===== config.mk =====
export PLATFORM = sky130hd
export DESIGN_NAME = afc_host
export DESIGN_NICKNAME = d
export VERILOG_FILES = /design/src/hdl/afc_host.v
export VERILOG_INCLUDE_DIRS = /design/src /design/src/hdl
export SDC_FILE = /design/constraint.sdc
export NUM_CORES = 1
export LEC_CHECK = 0
export BUFFER_PORTS_ARGS = -buffer_cell sky130_fd_sc_hd__buf_2
export CORE_MARGIN = 2
export CORE_UTILIZATION = 52
export DETAILED_ROUTE_END_ITERATION = 8
export PLACE_DENSITY = 0.86
export SLEW_MARGIN = 20
export SYNTH_ARGS = -nofsm -noshare
export SYNTH_HDL_FRONTEND = slang
export SYNTH_SLANG_ARGS = --single-unit

===== constraint.sdc =====
create_clock -name clk_sys -period 6.4 [get_ports clk_sys]
set_input_delay 1.6 -clock clk_sys [delete_from_list [all_inputs] [get_ports clk_sys]]
set_output_delay 1.6 -clock clk_sys [all_outputs]
set_load 0.005 [all_outputs]

===== src/hdl/afc_defines.vh =====
// Constants of the host controller for the asynchronous 512 x 9 FIFO
`ifndef AFC_DEFINES_VH
`define AFC_DEFINES_VH

`define AFC_CLK_NS           10
`define AFC_CYC(ns)          ((((ns) + `AFC_CLK_NS - 1) / `AFC_CLK_NS) < 1 ? 1 : \
                              (((ns) + `AFC_CLK_NS - 1) / `AFC_CLK_NS))

// Pin timing in ns
`define AFC_WR_PULSE_NS      65
`define AFC_WR_RECOV_NS      15
`define AFC_RD_PULSE_NS      65
`define AFC_RD_RECOV_NS      15
`define AFC_CLR_PULSE_NS     65
`define AFC_CLR_SETUP_NS     45
`define AFC_CLR_RECOV_NS     15
`define AFC_REW_PULSE_NS     65
`define AFC_REW_SETUP_NS     45
`define AFC_REW_RECOV_NS     15
`define AFC_NONEMPTY_RD_NS   10
`define AFC_OUT_HOLD_NS      5

// Register byte offsets
`define AFC_REG_CTRL         8'h00
`define AFC_REG_CMD          8'h04
`define AFC_REG_WDATA        8'h08
`define AFC_REG_RDATA        8'h0C
`define AFC_REG_STATUS       8'h10

// Field positions
`define AFC_CTRL_CHAIN       0
`define AFC_CTRL_HEAD_N      1
`define AFC_CMD_CLEAR        0
`define AFC_CMD_REWIND       1
`define AFC_CMD_READ         2
`define AFC_ST_BUSY          0
`define AFC_ST_EMPTY_N       1
`define AFC_ST_FULL_N        2
`define AFC_ST_CLEARED       3
`define AFC_ST_RD_VALID      4
`define AFC_ST_REFUSED       5

`define AFC_WORD_W           9
`define AFC_CTRL_RST         2'h0

`endif


===== src/hdl/afc_host.v =====
// Host controller that drives the asynchronous FIFO pins under APB orders
//
// Register access over APB and the placing of the registers were decided locally.
`include "afc_defines.vh"

module afc_host (
	// Clock and reset
	input  wire        clk_sys,
	input  wire        resetn,
	// APB slave
	input  wire        psel,
	input  wire        penable,
	input  wire        pwrite,
	input  wire [7:0]  paddr,
	input  wire [31:0] pwdata,
	output reg  [31:0] prdata,
	output reg         pready,
	output reg         pslverr,
	// FIFO control pins
	output reg         write_strobe_n,
	output reg         read_strobe_n,
	output reg         pointer_clear_n,
	output reg         first_load_or_rewind_n,
	output reg         chain_enable_in_n,
	// FIFO data and flags
	output reg  [8:0]  fifo_din,
	input  wire [8:0]  fifo_dout,
	input  wire        no_room_flag_n,
	input  wire        nothing_left_flag_n
);

	localparam [7:0] WR_PULSE_CYC  = `AFC_CYC(`AFC_WR_PULSE_NS);
	localparam [7:0] WR_RECOV_CYC  = `AFC_CYC(`AFC_WR_RECOV_NS);
	localparam [7:0] RD_PULSE_CYC  = `AFC_CYC(`AFC_RD_PULSE_NS);
	localparam [7:0] RD_RECOV_CYC  = `AFC_CYC(`AFC_RD_RECOV_NS);
	localparam [7:0] CLR_PULSE_CYC = `AFC_CYC(`AFC_CLR_PULSE_NS);
	localparam [7:0] CLR_SETUP_CYC = `AFC_CYC(`AFC_CLR_SETUP_NS);
	localparam [7:0] CLR_RECOV_CYC = `AFC_CYC(`AFC_CLR_RECOV_NS);
	localparam [7:0] REW_PULSE_CYC = `AFC_CYC(`AFC_REW_PULSE_NS);
	localparam [7:0] REW_SETUP_CYC = `AFC_CYC(`AFC_REW_SETUP_NS);
	localparam [7:0] REW_RECOV_CYC = `AFC_CYC(`AFC_REW_RECOV_NS);
	localparam [7:0] NE_RD_CYC     = `AFC_CYC(`AFC_NONEMPTY_RD_NS);
	localparam [7:0] CLR_LOW_CYC   = (CLR_PULSE_CYC > CLR_SETUP_CYC) ?
	                                 CLR_PULSE_CYC : CLR_SETUP_CYC;
	localparam [7:0] REW_LOW_CYC   = (REW_PULSE_CYC > REW_SETUP_CYC) ?
	                                 REW_PULSE_CYC : REW_SETUP_CYC;

	localparam [2:0] ST_IDLE    = 3'h0;
	localparam [2:0] ST_WR_LOW  = 3'h1;
	localparam [2:0] ST_RD_LOW  = 3'h2;
	localparam [2:0] ST_CLR_LOW = 3'h3;
	localparam [2:0] ST_CLR_REC = 3'h4;
	localparam [2:0] ST_REW_LOW = 3'h5;
	localparam [2:0] ST_RECOV   = 3'h6;

	reg [2:0]              state;
	reg [7:0]              cnt;
	reg [7:0]              ne_cnt;
	reg [1:0]              ctrl;
	reg [`AFC_WORD_W-1:0]  wdata;
	reg [`AFC_WORD_W-1:0]  rdata;
	reg                    pend_wr;
	reg                    pend_rd;
	reg                    pend_clr;
	reg                    pend_rew;
	reg                    cleared;
	reg                    rd_valid;
	reg                    refused;

	wire apb_hit = psel & penable & ~pready;
	wire pending = pend_wr | pend_rd | pend_clr | pend_rew;
	wire busy    = (state != ST_IDLE) | pending;
	wire ne_ok   = (ne_cnt >= NE_RD_CYC);
	wire [31:0] status_word = {26'h0, refused, rd_valid, cleared, no_room_flag_n,
	                           nothing_left_flag_n, busy};

	// Empty flag high-time counter, saturating
	always @(posedge clk_sys or negedge resetn) begin
		if (!resetn) begin
			ne_cnt <= 8'h00;
		end else if (!nothing_left_flag_n) begin
			ne_cnt <= 8'h00;
		end else if (!ne_ok) begin
			ne_cnt <= ne_cnt + 8'h01;
		end
	end

	always @(posedge clk_sys or negedge resetn) begin
		if (!resetn) begin
			prdata                 <= 32'h0;
			pready                 <= 1'b0;
			pslverr                <= 1'b0;
			write_strobe_n         <= 1'b1;
			read_strobe_n          <= 1'b1;
			pointer_clear_n        <= 1'b1;
			first_load_or_rewind_n <= 1'b1;
			chain_enable_in_n      <= 1'b0;
			fifo_din               <= 9'h000;
			state                  <= ST_IDLE;
			cnt                    <= 8'h00;
			ctrl                   <= `AFC_CTRL_RST;
			wdata                  <= 9'h000;
			rdata                  <= 9'h000;
			pend_wr                <= 1'b0;
			pend_rd                <= 1'b0;
			pend_clr               <= 1'b0;
			pend_rew               <= 1'b0;
			cleared                <= 1'b0;
			rd_valid               <= 1'b0;
			refused                <= 1'b0;
		end else begin
			pready  <= apb_hit;
			pslverr <= 1'b0;
			prdata  <= 32'h0;
			// Chain mode parks it high, links then run device to device
			// single device strap
			chain_enable_in_n <= ctrl[`AFC_CTRL_CHAIN];
			if (apb_hit) begin
				case (paddr)
				`AFC_REG_CTRL: begin
					prdata <= {30'h0, ctrl};
					if (pwrite && !busy)
						ctrl <= pwdata[1:0];
					else if (pwrite)
						pslverr <= 1'b1;
				end
				`AFC_REG_CMD: begin
					if (!pwrite) begin
						prdata <= 32'h0;
					end else if (busy) begin
						pslverr <= 1'b1;
					end else begin
						pend_clr <= pwdata[`AFC_CMD_CLEAR];
						pend_rew <= pwdata[`AFC_CMD_REWIND];
						pend_rd  <= pwdata[`AFC_CMD_READ];
					end
				end
				`AFC_REG_WDATA: begin
					prdata <= {23'h0, wdata};
					if (pwrite && !busy) begin
						wdata   <= pwdata[8:0];
						pend_wr <= 1'b1;
					end else if (pwrite) begin
						pslverr <= 1'b1;
					end
				end
				`AFC_REG_RDATA: begin
					prdata <= {23'h0, rdata};
					if (pwrite)
						pslverr <= 1'b1;
				end
				`AFC_REG_STATUS: begin
					prdata <= status_word;
					// Clear first so a refusal in this cycle still sets
					if (pwrite && pwdata[`AFC_ST_REFUSED])
						refused <= 1'b0;
					if (pwrite && pwdata[`AFC_ST_RD_VALID])
						rd_valid <= 1'b0;
				end
				default: begin
					pslverr <= 1'b1;
				end
				endcase
			end

			case (state)
			ST_IDLE: begin
				if (pend_clr) begin
					pend_clr <= 1'b0;
					pointer_clear_n <= 1'b0;
					first_load_or_rewind_n <= ctrl[`AFC_CTRL_CHAIN] ?
					                          ctrl[`AFC_CTRL_HEAD_N] : 1'b1;
					cnt   <= CLR_LOW_CYC - 8'h01;
					state <= ST_CLR_LOW;
				end else if (pend_rew) begin
					pend_rew <= 1'b0;
					if (ctrl[`AFC_CTRL_CHAIN] || !cleared) begin
						refused <= 1'b1;
					end else begin
						first_load_or_rewind_n <= 1'b0;
						cnt   <= REW_LOW_CYC - 8'h01;
						state <= ST_REW_LOW;
					end
				end else if (pend_wr) begin
					pend_wr <= 1'b0;
					// no write before clear or when full
					if (!cleared || !no_room_flag_n) begin
						refused <= 1'b1;
					end else begin
						fifo_din       <= wdata;
						write_strobe_n <= 1'b0;
						cnt   <= WR_PULSE_CYC - 8'h01;
						state <= ST_WR_LOW;
					end
				end else if (pend_rd) begin
					if (!cleared || !nothing_left_flag_n) begin
						pend_rd <= 1'b0;
						refused <= 1'b1;
					end else if (ne_ok) begin
						pend_rd       <= 1'b0;
						read_strobe_n <= 1'b0;
						cnt   <= RD_PULSE_CYC - 8'h01;
						state <= ST_RD_LOW;
					end
				end
			end
			ST_WR_LOW: begin
				if (cnt == 8'h00) begin
					write_strobe_n <= 1'b1;
					cnt   <= WR_RECOV_CYC - 8'h01;
					state <= ST_RECOV;
				end else begin
					cnt <= cnt - 8'h01;
				end
			end
			ST_RD_LOW: begin
				if (cnt == 8'h00) begin
					// old word still valid at strobe rise
					read_strobe_n <= 1'b1;
					rdata    <= fifo_dout;
					rd_valid <= 1'b1;
					cnt   <= RD_RECOV_CYC - 8'h01;
					state <= ST_RECOV;
				end else begin
					cnt <= cnt - 8'h01;
				end
			end
			ST_CLR_LOW: begin
				if (cnt == 8'h00) begin
					pointer_clear_n <= 1'b1;
					cnt   <= CLR_RECOV_CYC - 8'h01;
					state <= ST_CLR_REC;
				end else begin
					cnt <= cnt - 8'h01;
				end
			end
			ST_CLR_REC: begin
				if (cnt == 8'h00) begin
					first_load_or_rewind_n <= 1'b1;
					cleared <= 1'b1;
					state   <= ST_IDLE;
				end else begin
					cnt <= cnt - 8'h01;
				end
			end
			ST_REW_LOW: begin
				if (cnt == 8'h00) begin
					first_load_or_rewind_n <= 1'b1;
					cnt   <= REW_RECOV_CYC - 8'h01;
					state <= ST_RECOV;
				end else begin
					cnt <= cnt - 8'h01;
				end
			end
			ST_RECOV: begin
				if (cnt == 8'h00)
					state <= ST_IDLE;
				else
					cnt <= cnt - 8'h01;
			end
			default: begin
				state <= ST_IDLE;
			end
			endcase
		end
	end

endmodule // afc_host


### After elaboration in Yosys (flattened, before gate mapping)

Index checks and enable logic that the tools add are counted.

* flip-flop bits (word level): 94
* bits of input ports: 56
* output and inout port bits: 48
* logic and storage cells: 204

* multiplexer cells: 100
* magnitude comparators: 1
* $add $sub $neg: 2
* reductions and logical operators: 35
* equal/unequal tests: 34
* bitwise logic cells: 10

Operator list (count)
* 8-bit two-way mux: 12
* 1-bit two-way mux: 68
* 9-bit case mux with 4 select lines: 1
* 3-bit two-way mux: 11
* 2-bit != test (second input constant): 14
* 8-bit case mux with 3 select lines: 1
* 5-bit != test (second input constant): 4
* 8-bit by 4-bit == test with 1-bit output (second input constant): 2
* 8-bit zero test: 2
* 8-bit AND reduction: 2
* 3-bit case mux with 4 select lines: 1
* 3-bit == test (second input constant): 3
* 9-bit two-way mux: 1
* 3-bit AND reduction: 3
* 8-bit by 1-bit adder with 8-bit output (second input constant): 1
* 8-bit by 3-bit == test with 1-bit output (second input constant): 1
* 8-bit by 5-bit == test with 1-bit output (second input constant): 1
* 8-bit by 1-bit greater-or-equal comparator with 1-bit output (second input constant): 1
* 1-bit case mux with 2 select lines: 4
* 2-bit nonzero test: 4
* 8-bit by 1-bit subtractor with 8-bit output (second input constant): 1
* 7-bit AND reduction: 1
* 3-bit by 2-bit == test with 1-bit output (second input constant): 2
* 2-bit by 1-bit != test with 1-bit output (second input constant): 3
* other kinds (19): 38

### Logic depth before layout (Yosys ltp)

* depth after elaboration: 15
* depth in mapped cells: 8
* mapped depth without buffers: 7

### Worst setup path before layout

OpenSTA, ideal clock, no wires.

* kind: input-to-reg
* from: in paddr[0]
* to: reg wdata[0]
* slack: 2.990 ns
* library setup time: 0.125 ns
* data required time: 6.275 ns
* stages on the path: 6
* path buffers: 1
* arrival time: 3.285 ns
* path through: or4_1 nor3_4 nand4b_1 or3b_1 buf_6 mux2_4

* longest elaborated chain between the ends: 2

RTL lines
* start, declared: RTL line afc_host.v:14 `input wire [7:0] paddr,`
* 8-bit by 4-bit == test with 1-bit output: RTL line afc_host.v:119 `case (paddr)`
* 3-bit AND reduction (no source line)
* end signal, assigned: RTL line afc_host.v:141 `wdata <= pwdata[8:0];`
* end, declared: RTL line afc_host.v:60 `` reg [`AFC_WORD_W-1:0] wdata; ``

No other way between the ends.
A chain may end at the register's enable or synchronous reset.

### Worst setup path after layout

* from: in paddr[0]
* to: reg wdata[4]

Same word-level chain as after synthesis.

==> summary.md <==
| Metric | Value |
|---|---|
| Number of global-route vias before repair | 2488 |
| Final Max Tran Viols | 0 |
| Clk sink count | 71 |
| Total global routing overflow | 0 |
| RSZ-0062 raised after global routing | no |
| Leak | 1.980 nW |
| Sequential Power Share | 0.512 |
| CP max FO | 10 |
| Number of buffers created by CTS | 9 |
| Port Buffer Count | 57 |
| Synth-to-Final Area Change | 12.80% |
| Least-Margin Pin Slew | 0.8472 ns |
| Clk pwr share | 0.401 |
| Total power | 0.9086 mW |
| Pin count of the biggest net entering global routing | 72 |
| Clk Latency, worst-skew pair | 0.36 ns |
| Initial core utilization | 0.5309 |
| DRT antenna net count | 0 |
| Post-route setup slack | 2.897 ns |
| CTS-repair resized insts | 0 |
| Routed wire per std cell | 15.37 µm |
| Clk root buf | clkbuf_8 |
| F_max | 285.5 MHz |
| Post-Syn Area | 3567 µm² |
| Relative slew slack | 0.4352 |
| Total Die Area | 7539 µm² |
| Avg Inst Size Synth | 10.98 µm² |
| Cell Int Power | 0.6756 mW |
| RePlAce Congestion | 0.8276 |
| Area contributors post-synth | dfrtp_1 47%, mux2_2 8.2%, buf_4 4.8%, mux2_4 3.8%, dfstp_2 2.9% |
| Sw Ratio | 0.2565 |
| Sequential share of the synthesized area | 0.4995 |
| WHS | 0.4862 ns |
| Initial antenna violation count | 0 |
| Post-synth EDFFs | 0 |
| Startpoint Class | input port |
| Clk buf depth | 2 |
| Layout Nets | 442 |
| Slowest stage cell, crit path | or3b_1 |
| DRT Wirelength | 7.180 mm |
| I/O pin count | 104 |
| HPWL after DPL | 5.100 mm |
| Die width | 86.83 µm |
| Most common cell in the synthesized netlist | dfrtp_1 |
| Most area-hungry cell type in the Yosys netlist | dfrtp_1 |
| Worst VDD drop | 0.0001858 V |
| Skew final | 0.009010 ns |
| Synthesis Warnings | 0 |
| Placement Rows | 30 |
| First-pass GRT wire length | 11.80 mm |
| Minimum clock period | 3.503 ns |
| Post-Place Setup Slack | 2.551 ns |
| Max cap viols | 0 |
| Layout cells sized above 1 | 0.3204 |
| DR iter-0 viols | 152 |
| CTS tree | built |
| Antenna cells | 0 |
| P_sw | 0.2330 mW |
| # hold bufs at CTS | 0 |
| Worst Setup End Kind | flip-flop |
| Synthesis-stage register bit count | 71 |
| Critical path required time | 6.64 ns |
| Vias per std cell | 5.542 |
| Final setup fails | 0 |
| Gate power share | 0.087 |
| Postcts setup bufs | 0 |
| Cells after synthesis | 325 |
| Core area | 6719 µm² |
| Final cycle utilization of the critical path | 0.5473 |
| Top_reg_cell synth | dfrtp_1 |
| Worst-path clk slew | 0.08 ns |
| Vias post-DR | 2588 |
| Final hold viol count | 0 |
| Power Density | 225.8 nW/µm² |
| Synth cell count leaders | 67 x dfrtp_1, 26 x mux2_2, 23 x buf_4, 22 x nor2_1 |
| Max stage delay on crit path | 0.67 ns |
| Setup TNS | 0 ns |
| Drt first pass iters | 4 |
| H-Tree Depth | 3 |
| Post-route DRC | 0 |
| Asr flop ratio synth | 1.000 |
| Status | finished, final reports clean |
| CP cell instances | buf_2 -> or4_1 -> nor3_4 -> nand4b_1 -> or3b_1 -> mux2_4 |
| Filler cell count | 530 |
| Die H | 86.83 µm |
| Gr usage total | 0.2033 |
| Distinct cell type count after synthesis | 59 |
| HP Class | flip-flop to flip-flop |
| Yosys top cell area share | 0.4700 |
| CP arrival | 3.75 ns |
| CP Class | input port to flip-flop |
-- worst paths after layout --
kind                                                     from                                  to  slack [ns]  depth (start not counted)
min in group asynchronous                              resetn                rdata[4]$_DFFE_PN0P_        1.43                          2
hold / removal             first_load_or_rewind_n$_DFFE_PN1P_  first_load_or_rewind_n$_DFFE_PN1P_        0.49                          2
setup / recovery                                     paddr[0]                wdata[4]$_DFFE_PN0P_        2.90                          6
max in group asynchronous                              resetn                 prdata[8]$_DFF_PN0_        4.43                          2
hold reg to reg            first_load_or_rewind_n$_DFFE_PN1P_  first_load_or_rewind_n$_DFFE_PN1P_        0.49                          2
setup reg to reg                           cnt[0]$_DFFE_PN0P_                rdata[2]$_DFFE_PN0P_        3.66                          6
-- sequential cells by signal, indices dropped and copies added, names as in the netlist, 2 cells and up --
signal / flops
rdata: 9
cnt: 8
state: 3
prdata: 9
wdata: 9
ctrl: 2
fifo_din: 9
ne_cnt: 8
-- final cells by class --
cell class / count / area [µm²] / area share
clock buffer: 9 / 123.9 / 0.03078
inverter: 13 / 48.80 / 0.01213
tap: 80 / 100.1 / 0.02488
multi-input combinational: 228 / 1590 / 0.3952
timing repair buffer: 59 / 300.3 / 0.07463
sequential: 71 / 1782 / 0.4428
clock inverter: 7 / 78.83 / 0.01959
-- power groups by stage --
stage               registers [mW]  logic (mW)  clock network, mW
CTS                          0.465      0.0800              0.372
global placement             0.473      0.0759                  0
floorplan                    0.472      0.0586                  0
finish                       0.465      0.0789              0.365
detailed placement           0.474      0.0790                  0
global route                 0.466      0.0928              0.394
-- critical path: cells and delay by family --
kind	cells	cell delay [ns]
and+or+nand+nor	4	1.65
muxes	1	0.40
buffers and inverters	1	0.09
-- layout by cell type (no fill, tap or decap), types with 3 or more instances in the layout --
cell type	instances
a21oi_1	14
a22oi_1	6
a31oi_1	3
and2_1	10
and3_1	3
buf_2	57
clkbuf_8	9
clkinv_4	3
conb_1	23
dfrtp_1	67
dfstp_2	4
ha_1	4
inv_1	13
mux2_2	26
mux2_4	9
mux2i_1	5
nand2_1	16
nand2b_1	3
nand3_1	8
nand4b_1	3
nor2_1	22
nor2b_1	3
nor3_1	4
o21a_1	3
o21ai_0	16
o22ai_1	4
-- logic make-up (layout without fill, tap and decap cells) --
group	Yosys count	in the layout	synth area share
xor+xnor	2	2	0.004911
buf+inv	48	88	0.07787
compound gates	64	64	0.1158
mux	40	40	0.1340
flops	71	71	0.4995
fa+ha+maj	5	5	0.01684
simple gates	94	94	0.1501
other cells	1	23	0.001051
-- metal layers --
layer,part of all wire,vias up,GRT usage,wire length (µm)
met3,0.074,16,0.06952,533
met1,0.43,1256,0.2765,3088
met4,0.017,0,0.08097,124
li1,-,1219,-,-
met5,0,-,0,0
met2,0.48,97,0.2998,3433
-- per-stage QoR --
stage	std cells	utilization	instance area (µm²)
CTS	467	0.5989	4024
floorplan	347	-	3650
global route	467	0.5989	4024
global placement	451	0.5687	3821
detailed placement	451	0.5687	3821
finish	467	0.5989	4024
Power figures use the tool's default switching activity.
